--- src/hw/nvm_seq_pkg.sv ---
// constants shared by the flash erase/write sequencer
// assumes a 40 MHz core clock and a classic wishbone register bus
package nvm_seq_pkg;

    // ------------------------------------------------------------
    // register offsets (byte addresses)
    // ------------------------------------------------------------
    localparam logic [11:0] OFF_READY_FLAG       = 12'h0400;
    localparam logic [11:0] OFF_WRITE_ERASE_CFG  = 12'h0504;
    localparam logic [11:0] OFF_PAGE_ERASE       = 12'h0508;
    localparam logic [11:0] OFF_WHOLE_ERASE      = 12'h050C;
    localparam logic [11:0] OFF_LEGACY_ERASE_B   = 12'h0510;
    localparam logic [11:0] OFF_USER_ERASE       = 12'h0514;
    localparam logic [11:0] OFF_PARTIAL_ERASE    = 12'h0518;
    localparam logic [11:0] OFF_PARTIAL_DURATION = 12'h051C;
    localparam logic [11:0] OFF_PARTIAL_STATUS   = 12'h0520;

    // ------------------------------------------------------------
    // fields and reset values
    // ------------------------------------------------------------
    localparam int          WEN_LSB             = 0;
    localparam int          WEN_WIDTH           = 2;
    localparam logic [1:0]  WEN_READ_ONLY       = 2'h0;
    localparam logic [1:0]  WEN_WRITE           = 2'h1;
    localparam logic [1:0]  WEN_ERASE           = 2'h2;
    localparam logic [1:0]  WEN_RESET           = 2'h0;
    localparam int          PART_DUR_WIDTH      = 7;
    localparam logic [6:0]  PART_DUR_RESET      = 7'h0A;
    localparam int          STAT_ACC_LSB        = 0;
    localparam int          STAT_CYCLES_LSB     = 16;
    localparam logic [31:0] TRIGGER_START       = 32'h0000_0001;
    localparam logic [31:0] NO_ACTION_VALUE     = 32'h0000_0000;

    // ------------------------------------------------------------
    // timing
    // ------------------------------------------------------------
    localparam int CLK_MHZ             = 40;
    localparam int T_WRITE_US          = 41;
    localparam int T_ERASE_PAGE_MS     = 85;
    localparam int T_ERASE_ALL_MS      = 169;
    localparam int WRITE_CYCLES        = T_WRITE_US * CLK_MHZ;
    localparam int MS_CYCLES           = CLK_MHZ * 1000;
    localparam int ERASE_PAGE_CYCLES   = T_ERASE_PAGE_MS * MS_CYCLES;
    localparam int ERASE_ALL_CYCLES    = T_ERASE_ALL_MS * MS_CYCLES;
    localparam int TIMER_WIDTH         = 24;

    typedef enum logic [2:0] {
        ST_IDLE,
        ST_PROGRAM,
        ST_ERASE_PAGE,
        ST_ERASE_PARTIAL,
        ST_ERASE_USER,
        ST_ERASE_ALL
    } seq_state_e;

endpackage : nvm_seq_pkg

--- src/hw/op_timer.sv ---
// one-shot cycle timer for the sequencer's operation lengths
// assumes load is a one-cycle pulse and value is at least one
`timescale 1ns/1ps
module op_timer #(
    parameter int WIDTH = 24
) (
    input  wire logic             core_clk,
    input  wire logic             nrst,
    input  wire logic             load,
    input  wire logic [WIDTH-1:0] value,
    output logic                  expired
);

    typedef struct packed {
        logic [WIDTH-1:0] count;
    } timer_s;

    timer_s s;
    timer_s next_s;

    // ------------------------------------------------------------
    // counter
    // ------------------------------------------------------------
    always_comb begin
        next_s = s;
        if (load) begin
            next_s.count = value;
        end else if (s.count != '0) begin
            next_s.count = s.count - WIDTH'(1);
        end
    end

    always_ff @(posedge core_clk or negedge nrst) begin
        if (!nrst) begin
            s <= '0;
        end else begin
            s <= next_s;
        end
    end

    // pulse in the last counted cycle, so an op lasts exactly value cycles
    assign expired = (s.count == WIDTH'(1));

endmodule : op_timer

--- src/hw/flash_erase_write_sequencer.sv ---
// flash erase/write sequencer: wishbone registers, word program, erases
// assumes a flash macro that holds erase/program while its level is high
// and presents the addressed word on flashRdData in the same cycle
`timescale 1ns/1ps
module flash_erase_write_sequencer
    import nvm_seq_pkg::*;
#(
    parameter int MS_CYCLE_COUNT    = nvm_seq_pkg::MS_CYCLES,
    parameter int ERASE_PAGE_COUNT  = nvm_seq_pkg::ERASE_PAGE_CYCLES,
    parameter int ERASE_ALL_COUNT   = nvm_seq_pkg::ERASE_ALL_CYCLES
) (
    input  wire logic        core_clk,
    input  wire logic        nrst,
    // wishbone slave
    input  wire logic        wbCyc,
    input  wire logic        wbStb,
    input  wire logic        wbWe,
    input  wire logic [11:0] wbAdr,
    input  wire logic [3:0]  wbSel,
    input  wire logic [31:0] wbDatW,
    output logic      [31:0] wbDatR,
    output logic             wbAck,
    // processor word write into flash or user area
    input  wire logic        cpuWrReq,
    input  wire logic        cpuWrUser,
    input  wire logic [31:0] cpuWrAddr,
    input  wire logic [31:0] cpuWrData,
    output logic             cpuWrStall,
    output logic             cpuWrDone,
    // flash macro
    input  wire logic [31:0] flashRdData,
    output logic      [31:0] flashAddr,
    output logic      [31:0] flashWrData,
    output logic             flashUserArea,
    output logic             flashProgram,
    output logic             flashErasePage,
    output logic             flashEraseUser,
    output logic             flashEraseAll,
    output logic             pageEraseCycle
);

    import nvm_seq_pkg::*;

    // ------------------------------------------------------------
    // state
    // ------------------------------------------------------------
    typedef struct packed {
        seq_state_e                 state;
        logic                       ack;
        logic [31:0]                rdData;
        logic [1:0]                 wen;
        logic [PART_DUR_WIDTH-1:0]  partDur;
        logic [31:0]                fAddr;
        logic [31:0]                fData;
        logic                       userArea;
        logic                       prog;
        logic                       erPage;
        logic                       erUser;
        logic                       erAll;
        logic                       wrDone;
        logic [31:0]                partPage;
        logic [7:0]                 partAcc;
        logic [15:0]                eraseCycles;
        logic                       cycPulse;
    } seq_s;

    seq_s                   s;
    seq_s                   next_s;
    logic                   timerLoad;
    logic [TIMER_WIDTH-1:0] timerValue;
    logic                   timerExpired;
    logic                   busWrite;
    logic                   busRead;
    logic [31:0]            busData;
    logic                   eraseOk;
    logic [8:0]             accSum;
    logic                   cfgWrite;
    logic                   durWrite;
    logic                   cpuTake;

    // ------------------------------------------------------------
    // helpers
    // ------------------------------------------------------------
    // byte lanes not selected contribute zero
    function automatic logic [31:0] laneMask(input logic [31:0] d, input logic [3:0] sel);
        logic [31:0] r;
        r = '0;
        for (int i = 0; i < 4; i++) begin
            if (sel[i]) begin
                r[i*8 +: 8] = d[i*8 +: 8];
            end
        end
        return r;
    endfunction : laneMask

    function automatic logic [TIMER_WIDTH-1:0] toCycles(input int n);
        return TIMER_WIDTH'(n);
    endfunction : toCycles

    // only the value one starts a whole or user erase; zero and all others are no action
    function automatic logic isStart(input logic [31:0] d);
        return d == TRIGGER_START;
    endfunction : isStart

    op_timer #(
        .WIDTH   (TIMER_WIDTH)
    ) u_timer (
        .core_clk (core_clk),
        .nrst     (nrst),
        .load     (timerLoad),
        .value    (timerValue),
        .expired  (timerExpired)
    );

    // ------------------------------------------------------------
    // bus decode
    // ------------------------------------------------------------
    // one wait state: ack one cycle after the request, dropped after
    assign busWrite = wbCyc && wbStb && !s.ack && wbWe;
    assign busRead  = wbCyc && wbStb && !s.ack && !wbWe;
    assign busData  = laneMask(wbDatW, wbSel);
    assign eraseOk  = (s.wen == WEN_ERASE);
    assign accSum   = 9'(s.partAcc) + 9'(s.partDur);

    // ------------------------------------------------------------
    // write decode
    // ------------------------------------------------------------
    assign cfgWrite = busWrite && (wbAdr == OFF_WRITE_ERASE_CFG);
    assign durWrite = busWrite && (wbAdr == OFF_PARTIAL_DURATION);
    // the request still stands in its done cycle; it must not be taken twice
    assign cpuTake  = cpuWrReq && !s.wrDone;

    // ------------------------------------------------------------
    // next state
    // ------------------------------------------------------------
    always_comb begin
        next_s          = s;
        timerLoad       = 1'b0;
        timerValue      = '0;
        next_s.ack      = wbCyc && wbStb && !s.ack;
        next_s.wrDone   = 1'b0;
        next_s.cycPulse = 1'b0;

        if (busRead) begin
            case (wbAdr)
                OFF_READY_FLAG: begin
                    next_s.rdData = {31'h0000_0000, s.state == ST_IDLE};
                end
                OFF_WRITE_ERASE_CFG: begin
                    next_s.rdData = 32'(s.wen) << WEN_LSB;
                end
                OFF_PARTIAL_DURATION: begin
                    next_s.rdData = 32'(s.partDur);
                end
                OFF_PARTIAL_STATUS: begin
                    next_s.rdData = (32'(s.eraseCycles) << STAT_CYCLES_LSB)
                                  | (32'(s.partAcc) << STAT_ACC_LSB);
                end
                default: begin
                    // write-only and unmapped offsets read as zero
                    next_s.rdData = '0;
                end
            endcase
        end

        // configuration writes land at any time
        if (cfgWrite) begin
            next_s.wen = busData[WEN_LSB +: WEN_WIDTH];
        end
        if (durWrite) begin
            next_s.partDur = busData[PART_DUR_WIDTH-1:0];
        end

        case (s.state)
            ST_IDLE: begin
                if (cpuTake && s.wen == WEN_WRITE) begin
                    // old & new: bits can only fall to zero
                    next_s.fAddr    = cpuWrAddr;
                    next_s.fData    = flashRdData & cpuWrData;
                    next_s.userArea = cpuWrUser;
                    next_s.prog     = 1'b1;
                    next_s.state    = ST_PROGRAM;
                    timerLoad       = 1'b1;
                    timerValue      = toCycles(WRITE_CYCLES);
                end else if (cpuTake) begin
                    // not enabled: the write is dropped, the stall released
                    next_s.wrDone = 1'b1;
                end else if (busWrite && eraseOk) begin
                    case (wbAdr)
                        OFF_PAGE_ERASE, OFF_LEGACY_ERASE_B: begin
                            next_s.fAddr    = busData;
                            next_s.userArea = 1'b0;
                            next_s.erPage   = 1'b1;
                            next_s.state    = ST_ERASE_PAGE;
                            timerLoad       = 1'b1;
                            timerValue      = toCycles(ERASE_PAGE_COUNT);
                        end
                        OFF_WHOLE_ERASE: begin
                            if (isStart(busData)) begin
                                next_s.erAll = 1'b1;
                                next_s.state = ST_ERASE_ALL;
                                timerLoad    = 1'b1;
                                timerValue   = toCycles(ERASE_ALL_COUNT);
                            end
                        end
                        OFF_USER_ERASE: begin
                            if (isStart(busData)) begin
                                next_s.userArea = 1'b1;
                                next_s.erUser   = 1'b1;
                                next_s.state    = ST_ERASE_USER;
                                timerLoad       = 1'b1;
                                timerValue      = toCycles(ERASE_PAGE_COUNT);
                            end
                        end
                        OFF_PARTIAL_ERASE: begin
                            // a zero duration would never end, so it is ignored
                            if (s.partDur != '0) begin
                                next_s.fAddr    = busData;
                                next_s.userArea = 1'b0;
                                next_s.erPage   = 1'b1;
                                next_s.state    = ST_ERASE_PARTIAL;
                                timerLoad       = 1'b1;
                                // factor 1.0, inside the 1.05 bound
                                timerValue      = TIMER_WIDTH'(32'(s.partDur)
                                                  * 32'(MS_CYCLE_COUNT));
                                if (busData != s.partPage) begin
                                    // new page: accumulation restarts
                                    next_s.partPage = busData;
                                    next_s.partAcc  = '0;
                                end
                            end
                        end
                        default: begin
                        end
                    endcase
                end
            end

            ST_PROGRAM: begin
                if (timerExpired) begin
                    next_s.prog   = 1'b0;
                    next_s.wrDone = 1'b1;
                    next_s.state  = ST_IDLE;
                end
            end

            ST_ERASE_PAGE: begin
                if (timerExpired) begin
                    // flash macro leaves the page all ones
                    next_s.erPage = 1'b0;
                    if (s.fAddr == s.partPage) begin
                        next_s.partAcc = '0;
                    end
                    next_s.state = ST_IDLE;
                end
            end

            // a remainder past a full page time is dropped, not carried
            ST_ERASE_PARTIAL: begin
                if (timerExpired) begin
                    next_s.erPage = 1'b0;
                    if (accSum >= 9'(T_ERASE_PAGE_MS)) begin
                        next_s.partAcc     = '0;
                        // wraps after 16 bits; software reads differences
                        next_s.eraseCycles = s.eraseCycles + 16'h0001;
                        next_s.cycPulse    = 1'b1;
                    end else begin
                        next_s.partAcc = accSum[7:0];
                    end
                    next_s.state = ST_IDLE;
                end
            end

            ST_ERASE_USER: begin
                if (timerExpired) begin
                    next_s.erUser = 1'b0;
                    next_s.state  = ST_IDLE;
                end
            end

            ST_ERASE_ALL: begin
                if (timerExpired) begin
                    // tracked partial page is erased too
                    next_s.erAll   = 1'b0;
                    next_s.partAcc = '0;
                    next_s.state   = ST_IDLE;
                end
            end

            default: begin
                next_s.state = ST_IDLE;
            end
        endcase
    end

    // ------------------------------------------------------------
    // registers
    // ------------------------------------------------------------
    always_ff @(posedge core_clk or negedge nrst) begin
        if (!nrst) begin
            s         <= '0;
            s.state   <= ST_IDLE;
            s.wen     <= WEN_RESET;
            s.partDur <= PART_DUR_RESET;
        end else begin
            s <= next_s;
        end
    end

    // ------------------------------------------------------------
    // outputs
    // ------------------------------------------------------------
    assign wbDatR         = s.rdData;
    assign wbAck          = s.ack;
    // stall holds until the done pulse; request must stay up meanwhile
    assign cpuWrStall     = cpuWrReq && !s.wrDone;
    assign cpuWrDone      = s.wrDone;
    assign flashAddr      = s.fAddr;
    assign flashWrData    = s.fData;
    assign flashUserArea  = s.userArea;
    assign flashProgram   = s.prog;
    assign flashErasePage = s.erPage;
    assign flashEraseUser = s.erUser;
    assign flashEraseAll  = s.erAll;
    assign pageEraseCycle = s.cycPulse;

endmodule : flash_erase_write_sequencer

--- config.mk ---
export PLATFORM = sky130hd
export DESIGN_NAME = flash_erase_write_sequencer
export DESIGN_NICKNAME = d
export VERILOG_FILES = /design/src/hw/nvm_seq_pkg.sv /design/src/hw/op_timer.sv /design/src/hw/flash_erase_write_sequencer.sv
export SDC_FILE = /design/constraint.sdc
export NUM_CORES = 1
export LEC_CHECK = 0
export BUFFER_PORTS_ARGS = -buffer_cell sky130_fd_sc_hd__buf_4
export CAP_MARGIN = 15
export CORE_MARGIN = 2
export CORE_UTILIZATION = 35
export DETAILED_ROUTE_END_ITERATION = 8
export GPL_ROUTABILITY_DRIVEN = 0
export PLACE_DENSITY = 0.64
export SYNTH_ARGS = -nofsm -noshare
export SYNTH_HDL_FRONTEND = slang
export SYNTH_SLANG_ARGS = --single-unit
--- constraint.sdc ---
create_clock -name core_clk -period 12.5 [get_ports core_clk]
set_clock_uncertainty 0.15 [all_clocks]
set_input_delay 0.625 -clock core_clk [delete_from_list [all_inputs] [get_ports core_clk]]
set_output_delay 0.625 -clock core_clk [all_outputs]
set_load 0.05 [all_outputs]
## Yosys cells after proc, flatten, opt, wreduce, memory -nomap -nowiden

Cells that the tools add are included.

- $lt $le $gt $ge: 1
- Add/sub/neg operators: 3
- Reductions and logical operators: 39
- Equality and inequality tests: 49
- Multiply operators: 1
- Mux-type cells: 71
- Bitwise operators: 4

Operators with widths:

| operator | count |
|---|---|
| $mux W40 | 5 |
| $mux W23 | 6 |
| $mux W32 | 4 |
| $pmux W32 S4 | 1 |
| $eq A12 B11 Y1 const B | 9 |
| $pmux W23 S4 | 1 |
| $mux W8 | 8 |
| $pmux W32 S2 | 1 |
| $mux W24 | 2 |
| $mux W44 | 1 |
| $reduce_and A7 Y1 | 5 |
| $and A32 B32 Y32 | 1 |
| $eq A32 B1 Y1 const B | 1 |
| $eq A32 B32 Y1 | 1 |
| $ne A32 B32 Y1 | 1 |
| $or A32 B8 Y32 | 1 |
| $pmux W8 S4 | 1 |
| $mux W3 | 9 |
| $mux W25 | 1 |
| $eq A24 B1 Y1 const B | 1 |
| $reduce_bool A24 Y1 | 1 |
| $sub A24 B1 Y24 const B | 1 |
| $mux W22 | 1 |
| $ne A2 B1 Y1 const B | 11 |
| other kinds (36) | 94 |

- Input port bits: 151
- Word-level logic and storage cells: 186
- Output and inout port bits: 105
- Bits in registers: 196

## Logic depth before layout (Yosys ltp)

Gate-level depths: netlist of run 1.

- Depth after elaboration: 9
- Mapped depth: 16

## Cells and area by module

A second synthesis of run 1 with hierarchy kept.

- Cells, all modules: 1,351
- Area, all modules: 12,456.9 µm²

By module, submodules not included:

| module | area an instance (µm²) | cells an instance | instances | seq. area each (µm²) |
|---|---|---|---|---|
| flash_erase_write_sequencer | 10,918.0 | 1,195 | 1 | 4,106.4 |
| op_timer | 1,539.0 | 156 | 1 | 600.6 |

## Worst setup path after synthesis of run 1

OpenSTA, ideal clock, no wires.

- Path type: flip-flop to flip-flop
- From: reg s[128] (netlist bit)
- To: reg u_timer.s[21] (netlist bit)
- Cell stages (with the launch flop): 15
- Required time: 12.268 ns
- Setup slack: 8.593 ns
- Library setup time: 0.082 ns
- Buffers on the path: 0
- Arrival: 3.675 ns
- Clock period less this slack: 3.907 ns
- Cell sequence: dfstp_2 -> inv_1 -> fa_1 -> inv_1 -> fa_1 -> ha_1 -> ha_1 -> nor2b_1 -> o2111ai_1 -> nand3_1 -> o41ai_1 -> o21ai_0 -> xor2_1 -> nand3_1 -> a31oi_1

- Longest elaborated chain between the ends: 8

Ends and longest elaborated chain:

| what | line | RTL |
|---|---|---|
| start, declared | flash_erase_write_sequencer.sv:67 | `seq_s s;` |
| start signal, assigned | flash_erase_write_sequencer.sv:306 | `s <= next_s;` |
| $mul A7 B10 Y17 or $reduce_bool A7 Y1 (tied branches) | flash_erase_write_sequencer.sv:225, flash_erase_write_sequencer.sv:217 |  |
| $mux W23 or $mux W1 (tied branches) | flash_erase_write_sequencer.sv:217 | `if (s.partDur != '0) begin` |
| $pmux W23 S4 or $pmux W1 S3 (tied branches) | flash_erase_write_sequencer.sv:189 | `case (wbAdr)` |
| $mux W23 or $mux W1 (tied branches) | flash_erase_write_sequencer.sv:188 | `end else if (busWrite && eraseOk) begin` |
| $mux W23 or $mux W1 (tied branches) | flash_erase_write_sequencer.sv:185 | `end else if (cpuTake) begin` |
| $mux W23 or $mux W1 (tied branches) | flash_erase_write_sequencer.sv:176 | `if (cpuTake && s.wen == WEN_WRITE) begin` |
| $mux W23 or $mux W1 (tied branches) | flash_erase_write_sequencer.sv:174 | `case (s.state)` |
| $mux W24 or $reduce_bool A2 Y1 (tied branches) | - |  |
| end signal, assigned | op_timer.sv:37 | `s <= next_s;` |
| end, declared | op_timer.sv:18 | `timer_s s;` |

Several ways; a longest one is shown, not always the timed one.
A chain may end at the register's enable or synchronous reset.

## Worst setup path in the final report of run 1

Ends and elaborated chain as after synthesis.

==> impl_metrics.py, run 1 <==
metrics = {
    "synth": {
        "synth_seq_area_share_pct": 39.8,
        "ys_types": 77,
        "synth.top_cell.area_share_pct": 39.3,
        "synthCells": 1373,
        "synthTopCellsByArea": "dfrtp_1, nand2_1, buf_4",
        "synth_edf_count": 0,
        "ys_ff_latch": 188,
        "synth.yosys.warnings": 0,
        "syn_avg_cell_area_um2": 8.62,
        "yosysMostFrequentCell": "nand2_1",
        "synth_area_um2": 11800,
        "ys.flop_type": "dfrtp_1",
        "synth_common_cells": "nand2_1, dfrtp_1, nor2_1",
        "synth_area_leader_cell": "dfrtp_1",
        "postSynth.asyncResetShare_pct": 100,
    },
    "clock_tree": {
        "cts_sinks": 188,
        "post_cts_resized": 0,
        "cts_max_level": 4,
        "max-clock-path-buffers": 2,
        "clk_latency_ns": 0.45,
        "cts.clk_slew.worst_paths_ns": 0.07,
        "tritoncts": "yes",
        "cts_buffers": 17,
        "post_cts_buffers": 0,
        "cts_root_buf": "clkbuf_16",
        "cts.hold.buffers_added": 0,
    },
    "routing": {
        "wl_per_cell_um": 16.9,
        "drc": 0,
        "drt_wl_total_mm": 33.2,
        "via_per_inst": 5.09,
        "initialDrtViolationCount": 608,
        "vias": 10000,
        "dr.pass1.iters": 5,
        "ant_nets": 0,
    },
    "global_routing": {
        "grt.overflow.total": 0,
        "grt_pass1_wl_mm": 53.4,
        "grt_pass1_vias": 9866,
        "grt_antenna_before_repair": 0,
        "grt_usage_pct": 18.9,
        "grt_max_degree": 76,
    },
    "cells_and_area": {
        "nNetsFinal": 1715,
        "diodes": 0,
        "multi_input_area_um2": 6120,
        "area_growth_pct": 18.2,
        "drive_above_1_share_pct": 20.6,
        "fin_area_um2": 14000,
        "seqCellArea_um2": 4710,
        "fill_cells": 3303,
    },
    "sta": {
        "tightestPinTransition_ns": 1.06,
        "hold_viol": 0,
        "period_needed_ns": 4.35,
        "drv_slew": 0,
        "finalSetupViolCount": 0,
        "timing.slew.headroom_pct": 28.7,
        "clock.fmax_mhz": 230,
        "post-route-period-util_pct": 34.8,
        "rsz0062_at_grt": "false",
        "tns_ns": 0,
    },
    "floorplan": {
        "ios": 256,
        "initial_core_util_pct": 35.4,
        "die-area_um2": 35300,
        "fp.coreArea_um2": 33400,
        "fp.dieH_um": 188,
        "fp.dieW_um": 188,
        "row_count": 67,
    },
    "placed_design": {
        "port_buffers": 247,
        "dp_hpwl_mm": 25.4,
        "dpl_cell_area_um2": 13400,
    },
    "run_status": {
        "run_status": "finished, final reports clean",
    },
    "hold_path": {
        "hold_class": "input pin to asynchronous set/reset pin",
    },
    "pwr": {
        "powerDensity_nw_per_um2": 90.5,
        "p_leak_nw": 6.73,
        "ir_worst_vdd_mv": 0.0743,
    },
    "run": {
        "drv_cap": 0,
    },
    "critical_path": {
        "crit_path_start_kind": "flop",
        "crit_path_end_kind": "flop",
        "arrival_ns": 4.55,
        "critPathMaxFanout": 9,
        "worstSetupPathType": "flop to flop",
        "cp.required_ns": 12.70,
    },
}
## placed cells by master (no fill, tap or decap), drive strengths merged, types with 5 or more instances in the layout
cell type  netlist  final
a211oi           9      9
nand2          239    239
conb             1      8
or4              6      6
nand2b          10     10
nand3b          17     17
nor2           139    139
a21oi           90     90
inv             28     35
nand3           54     54
clkbuf          40     18
clkinv           0      6
or3              9      9
and2             7      7
a22oi            9      9
nor4            13     13
a21o             6      6
ha              49     49
a31oi            7      7
o22ai           16     16
nor3            22     22
nand4           14     14
nor4b            5      5
o31ai            6      6
dfrtp          186    186
a22o            20     20
xnor2           62     62
buf            108    254
fa               9      9
nor2b            5      5
and3             8      8
xor2            38     38
o21ai           92     92
## power breakdown
part	internal [mW]	switching (mW)
Combinational	0.0456	0.0626
Sequential	0.610	0.00183
Clock	0.283	0.263
## worst max-delay path, cell delays in order, from the launching register on
cell       delay, ns
dfstp_2         0.67
inv_1           0.14
fa_1            0.55
inv_1           0.06
fa_1            0.47
ha_1            0.31
ha_1            0.36
nor2b_1         0.17
o2111ai_1       0.17
nand3_1         0.12
o41ai_1         0.45
o21ai_0         0.22
xor2_1          0.16
nand3_1         0.08
a31oi_1         0.16
## cell families after synthesis
logic type | count (synthesis) | share of synthesized area (%)
flops | 188 | 39.8
xor+xnor | 100 | 7.40
other cells | 1 | 0.0317
mux | 4 | 0.370
simple gates | 561 | 22.2
compound gates | 285 | 14.7
buf+inv | 176 | 8.87
fa+ha+maj | 58 | 6.70
## cell type report
cell class / instances / share of cell area (%)
Multi-Input combinational cell: 1016 / 43.7
Sequential cell: 188 / 33.6
Timing Repair Buffer: 255 / 13.7
Tap cell: 448 / 4.01
Clock buffer: 17 / 3.04
Clock inverter: 15 / 1.09
Inverter: 28 / 0.751
## routing by layer
| metal | wire (um) | global-route usage (%) | share of wire [%] |
|---|---|---|---|
| met1 | 15000 | 25.5 | 45 |
| met2 | 16100 | 31.6 | 48 |
| met3 | 1700 | 3.59 | 5.1 |
| met4 | 397 | 4.54 | 1.2 |
| met5 | 0 | 0 | 0 |
## per-stage QoR
stage | setup WS [ns] | utilization [%] | cells | power (mW) | hold WS (ns)
floorplan | 8.59 | - | 1380 | 0.666 | 0.179
global placement | 8.28 | 40.1 | 1935 | 0.731 | 0.303
detailed placement | 8.18 | 40.1 | 1935 | 0.732 | 0.307
CTS | 8.13 | 41.8 | 1967 | 1.28 | 0.0169
global route | 7.72 | 41.8 | 1967 | 1.31 | 0.0368
finish | 8.15 | 41.8 | 1967 | 1.27 | 0.00343
## final timing paths
path | end | depth (start not counted) | from | slack, ns
min in group core_clk | flashWrData[31] | 3 | cpuWrData[31] | 0.26
max in group asynchronous | u_timer.s[23] | 3 | nrst | 10.15
max | u_timer.s[21] | 14 | s[128] | 8.15
max reg2reg | u_timer.s[21] | 14 | s[128] | 8.15
min | flashAddr[13] | 1 | nrst | 0.003
min reg2reg | flashWrData[27] | 2 | flashWrData[27] | 0.32
## state kept, by name (all words and copies together), names as in the netlist
| signal | cells |
|---|---|
| s | 68 |
| flashAddr | 32 |
| flashWrData | 32 |
| u_timer.s | 24 |
| wbDatR | 24 |
| cpuWrDone | 1 |
| flashEraseAll | 1 |
| flashErasePage | 1 |
| flashEraseUser | 1 |
| flashProgram | 1 |
| flashUserArea | 1 |
| pageEraseCycle | 1 |
| wbAck | 1 |
No activity file was read; power rests on OpenSTA's default activity.
==> run 2, diff against run 1 <==
- clock period: 12.5 -> 4.05 ns (I/O delays scaled with it)
==> run 2 against run 1 <==
Compared with the run above: first-iteration DRC count grew 3.6%; critical path type unchanged; highest routed layer unchanged; clock power rose to 3.0 times the previous value; count of clock-buffer cells in the layout unchanged.
==> impl_metrics.py, run 2 (synthesized netlist as in run 1, its figures left out) <==
metrics = {
    "pwr": {
        "ir_worst_vdd_mv": 0.219,
        "powerDensity_nw_per_um2": 253,
        "p_leak_nw": 7.29,
    },
    "global_routing": {
        "met3_usage_pct": 3.72,
        "top_usage_layer": "met2",
        "grt_pass1_vias": 10700,
        "grt_pass1_wl_mm": 56.3,
        "gr-usage-met1_pct": 25.2,
        "grt.overflow.total": 0,
        "grt_usage_pct": 20.0,
        "grt.met2_usage_pct": 33.8,
        "grt_antenna_before_repair": 1,
        "grt_max_degree": 101,
    },
    "sta": {
        "timing.slew.headroom_pct": 24.9,
        "post-route-period-util_pct": 95.7,
        "drv_slew": 0,
        "hold_viol": 0,
        "whs_ns": 0.0141,
        "period_needed_ns": 3.87,
        "setup_slack_ns": 0.176,
        "tightestPinTransition_ns": 1.12,
        "finalSetupViolCount": 0,
        "clock.fmax_mhz": 258,
    },
    "clock_tree": {
        "cts.clk_slew.worst_paths_ns": 0.07,
        "cts_root_buf": "clkbuf_16",
        "tritoncts": "yes",
        "cts_max_level": 4,
        "cts_buffers": 17,
        "cts_sinks": 188,
        "clk_latency_ns": 0.44,
        "max-clock-path-buffers": 2,
    },
    "floorplan": {
        "initial_core_util_pct": 35.4,
        "ios": 256,
        "row_count": 67,
        "fp.dieH_um": 188,
        "fp.dieW_um": 188,
        "fp.coreArea_um2": 33400,
        "die-area_um2": 35300,
    },
    "routing": {
        "dr.pass1.iters": 5,
        "ant_nets": 0,
        "wl_per_cell_um": 16.6,
        "vias": 10800,
        "initialDrtViolationCount": 630,
        "drt_wl_total_mm": 35.4,
        "via_per_inst": 5.05,
        "drc": 0,
    },
    "critical_path": {
        "slowest_delay_ns": 0.58,
        "arrival_ns": 4.08,
        "critPathMaxFanout": 4,
        "cp.required_ns": 4.26,
        "crit_path_start_kind": "flop",
        "crit_path_end_kind": "flop",
        "worst_path_max_delay_cell": "fa_1",
        "worstSetupPathType": "flop to flop",
        "path_cells": "inv_1, fa_1, inv_1, fa_1, ha_4, ha_4, nor2b_1, o2111ai_1, nand3_1, o41ai_2, o21ai_1, xor2_1, nand3_1, a31oi_1",
    },
    "cells_and_area": {
        "fill_cells": 3157,
        "drive_above_1_share_pct": 19.7,
        "largest_reg_flops": 68,
        "area_growth_pct": 32.3,
        "layout.cells.most_common": "buf_4",
        "top_register": "s",
        "nNetsFinal": 1880,
        "layout_common_cells": "buf_4, nand2_1, dfrtp_1, dlygate4sd3_1, nor2_1",
    },
    "run_status": {
        "run_status": "finished, final reports clean",
    },
    "run": {
        "drv_cap": 0,
    },
    "placed_design": {
        "port_buffers": 247,
        "pre_cts_ws_ns": 0.0552,
        "dp_hpwl_mm": 25.8,
    },
    "hold_path": {
        "hold_class": "input pin to flop",
    },
}
==> run 2: cell types whose count changed in the layout (fill, tap and decap cells not counted), sizes merged <==
| cell | previous run | this run |
|---|---|---|
| buf | 254 | 268 |
| clkinvlp | 1 | 4 |
| clkinv | 6 | 3 |
| inv | 35 | 34 |
| dlygate4sd3 | 0 | 151 |
| diode | 0 | 1 |
==> run 2: final timing paths <==
check | startpoint | endpoint | slack [ns] | cells past startpoint
min reg2reg | flashWrData[25] | flashWrData[25] | 0.32 | 2
max | s[128] | u_timer.s[21] | 0.18 | 14
min | wbSel[1] | s[36] | 0.01 | 3
max reg2reg | s[128] | u_timer.s[21] | 0.18 | 14
max in group asynchronous | nrst | flashWrData[24] | 2.49 | 3
min in group asynchronous | nrst | flashAddr[12] | 0.24 | 2
==> run 2: worst max-delay path, delay by kind of cell, from the launching register on <==
| family | cells | cell delay, ns |
|---|---|---|
| AOI/OAI and AO/OA | 4 | 0.85 |
| xor gates and xnor gates | 1 | 0.15 |
| DFF | 1 | 0.53 |
| adders and majority gates | 4 | 1.60 |
| buffers and inverters | 2 | 0.14 |
| and+or+nand+nor | 3 | 0.38 |
==> run 2: layout make-up <==
type,instances,area [um^2],area share [%]
Clock inverter,14,134,0.855
Inverter,28,105,0.671
Clock buffer,17,425,2.72
Tap cell,448,561,3.58
Sequential cell,188,4710,30.1
Antenna cell,1,2.50,0.0160
Multi-Input combinational cell,1016,6170,39.4
Timing Repair Buffer,420,3550,22.7
==> run 2: metrics by stage <==
stage	cell area (um^2)	std cells	utilization [%]	TNS [ns]	power, mW
finish	15700	2132	46.8	0	3.96
global route	15700	2132	46.8	-0.0447	4.11
CTS	15600	2130	46.6	0	3.99
detailed placement	13500	1948	40.4	0	2.26
global placement	13500	1948	40.4	0	2.26
floorplan	11900	1380	-	0	2.06
==> run 2: report_power, final <==
group	switching, mW	internal [mW]	leakage, nW
clock network	0.778	0.856	0.265
logic	0.216	0.217	4.54
registers	0.00538	1.88	2.48
==> run 2: routing by layer <==
layer	routed length [um]	up-vias
met5	0	-
met4	1130	0
met3	1640	61
met2	17500	296
met1	15200	5178
li1	-	5228
==> run 2: timing repair <==
action | CTS | global route
setup buffers | 0 | 1
gates resized for setup | 0 | 7
endpoints found under the setup margin | 0 | 3
hold endpoints to repair | 196 | 0
hold buffers | 151 | 0
==> run 3, diff against run 2 <==
- CORE_ASPECT_RATIO: default -> 0.75
==> run 3 against run 2 <==
Compared with the run above: critical path depth unchanged; clock power up 6%; register-to-register slack got worse by 0.02 ns; non-clock buffer count rose by 3; power grew 2.3%; design area up 0.25%; via count down 0.57%; global-route usage down 0.49 points; die area about the same; worst hold slack lost 0.0045 ns; final cell count up 0.28%; fmax fell by 0.60%; largest power group unchanged.
==> impl_metrics.py, run 3 (synthesized netlist as in run 1, its figures left out) <==
metrics = {
    "hold_path": {
        "hold_class": "input pin to flop",
    },
    "routing": {
        "wl_met2_mm": 15.7,
        "route.met3.wl_mm": 2.09,
        "vias": 10700,
        "drc": 0,
        "wl_per_cell_um": 16.3,
        "initialDrtViolationCount": 757,
        "via_per_inst": 5.01,
        "drt_wl_total_mm": 34.8,
        "highest_layer": "met4",
        "ant_nets": 0,
        "dr.pass1.iters": 7,
        "m1WireLength_mm": 16.1,
    },
    "clock_tree": {
        "cts_root_buf": "clkbuf_16",
        "post_cts_buffers": 0,
        "cts.clk_slew.worst_paths_ns": 0.07,
        "max-clock-path-buffers": 2,
        "cts_max_level": 4,
        "tritoncts": "yes",
        "cts_sinks": 188,
        "cts_buffers": 17,
        "clk_latency_ns": 0.46,
    },
    "cells_and_area": {
        "largest_reg_flops": 68,
        "final_cells": 2138,
        "layout_common_cells": "buf_4, nand2_1, dfrtp_1, dlygate4sd3_1, nor2_1",
        "area_growth_pct": 32.6,
        "top_register": "s",
        "fin_util_pct": 47.0,
        "nNetsFinal": 1883,
        "fill_cells": 3100,
        "drive_above_1_share_pct": 19.9,
        "layout.cells.most_common": "buf_4",
    },
    "sta": {
        "hold_viol": 0,
        "clock.fmax_mhz": 257,
        "post-route-period-util_pct": 96.2,
        "whs_ns": 0.00964,
        "tns_ns": 0,
        "drv_slew": 0,
        "period_needed_ns": 3.90,
        "tightestPinTransition_ns": 1.09,
        "timing.slew.headroom_pct": 27.5,
        "finalSetupViolCount": 0,
    },
    "global_routing": {
        "grt_max_degree": 90,
        "grt_pass1_vias": 10200,
        "grt_pass1_wl_mm": 54.7,
        "grt_usage_pct": 19.5,
        "grt_antenna_before_repair": 1,
        "grt.overflow.total": 0,
    },
    "critical_path": {
        "crit_path_start_kind": "flop",
        "critPathMaxFanout": 2,
        "crit_path_end_kind": "flop",
        "cp.required_ns": 4.27,
        "worstSetupPathType": "flop to flop",
        "cp_num_buf_inv": 2,
        "critPathTopFamily": "adder cells",
        "worst_path_max_delay_cell": "dfstp_2",
        "arrival_ns": 4.12,
        "slowest_delay_ns": 0.53,
        "path_cells": "inv_1, fa_1, inv_1, fa_1, ha_1, ha_1, nor2b_1, o2111ai_1, nand3_1, o41ai_2, o21ai_0, xor2_1, nand3_1, a31oi_1",
    },
    "floorplan": {
        "fp.dieW_um": 216,
        "initial_core_util_pct": 35.5,
        "ios": 256,
        "die-area_um2": 35300,
        "fp.dieH_um": 163,
        "fp.coreArea_um2": 33400,
        "row_count": 58,
    },
    "run_status": {
        "run_status": "finished, final reports clean",
    },
    "run": {
        "drv_cap": 0,
    },
    "pwr": {
        "ir_worst_vdd_mv": 0.236,
        "p_total_mw": 4.05,
        "powerDensity_nw_per_um2": 258,
        "p_leak_nw": 7.32,
    },
    "placed_design": {
        "dp_hpwl_mm": 24.9,
        "port_buffers": 247,
        "placed_cells": 1953,
    },
}
run 3: cell types whose count changed in the layout (fill, tap and decap cells not counted), sizes merged:
cell	delta
buf	+2
dlygate4sd3	+1
clkbuf	+1
clkinvlp	-1
inv	+2
clkinv	-1
run 3: worst register-to-register path: stages, from the launching register on:
cell       delay, ns
dfstp_2         0.53
inv_1           0.07
fa_1            0.53
inv_1           0.05
fa_1            0.47
ha_1            0.32
ha_1            0.31
nor2b_1         0.15
o2111ai_1       0.23
nand3_1         0.18
o41ai_2         0.28
o21ai_0         0.17
xor2_1          0.15
nand3_1         0.09
a31oi_1         0.17
run 3: repair_timing:
item | 4_1_cts | 5_1_grt
endpoints found under the setup margin | 0 | 3
resized for setup | 0 | 8
endpoints found under the hold margin | 185 | 0
hold buffers | 152 | 0
run 3: worst paths after layout:
kind                              endpoint  slack, ns             from  cells past startpoint
setup / recovery             u_timer.s[21]       0.15           s[128]                     14
hold / removal                      s[133]       0.01        wbDatW[6]                      3
setup reg to reg             u_timer.s[21]       0.15           s[128]                     14
hold reg to reg            flashWrData[15]       0.32  flashWrData[15]                      2
max in group asynchronous  flashWrData[27]       2.49             nrst                      3
min in group asynchronous       wbDatR[25]       0.19             nrst                      2
run 3: through the flow:
stage / setup WS [ns] / area [um^2]
detailed placement: 0.0427 / 13500
floorplan: 0.143 / 11900
finish: 0.152 / 15700
global placement: 0.101 / 13500
global route: -0.0309 / 15700
CTS: 0.0264 / 15700
run 3: area by class of cell:
class	instances	area [um^2]	share of cell area, %
Multi-Input combinational cell	1016	6150	39.2
Antenna cell	1	2.50	0.0159
Timing Repair Buffer	423	3570	22.8
Clock inverter	14	149	0.949
Clock buffer	18	439	2.80
Sequential cell	188	4710	30.0
Tap cell	450	563	3.59
Inverter	28	105	0.670
run 3: metal layers:
layer  vias up  global-route usage, %
met3        54                   4.30
met1      5084                   26.7
met2       332                   30.6
met5         -                      0
li1       5232                      -
met4         0                   6.51
run 3: report_power, final:
part,switching [mW],leakage (nW),internal [mW]
clock,0.838,0.283,0.891
combinational,0.216,4.56,0.217
sequential,0.00298,2.48,1.88
total,1.06,7.32,2.99
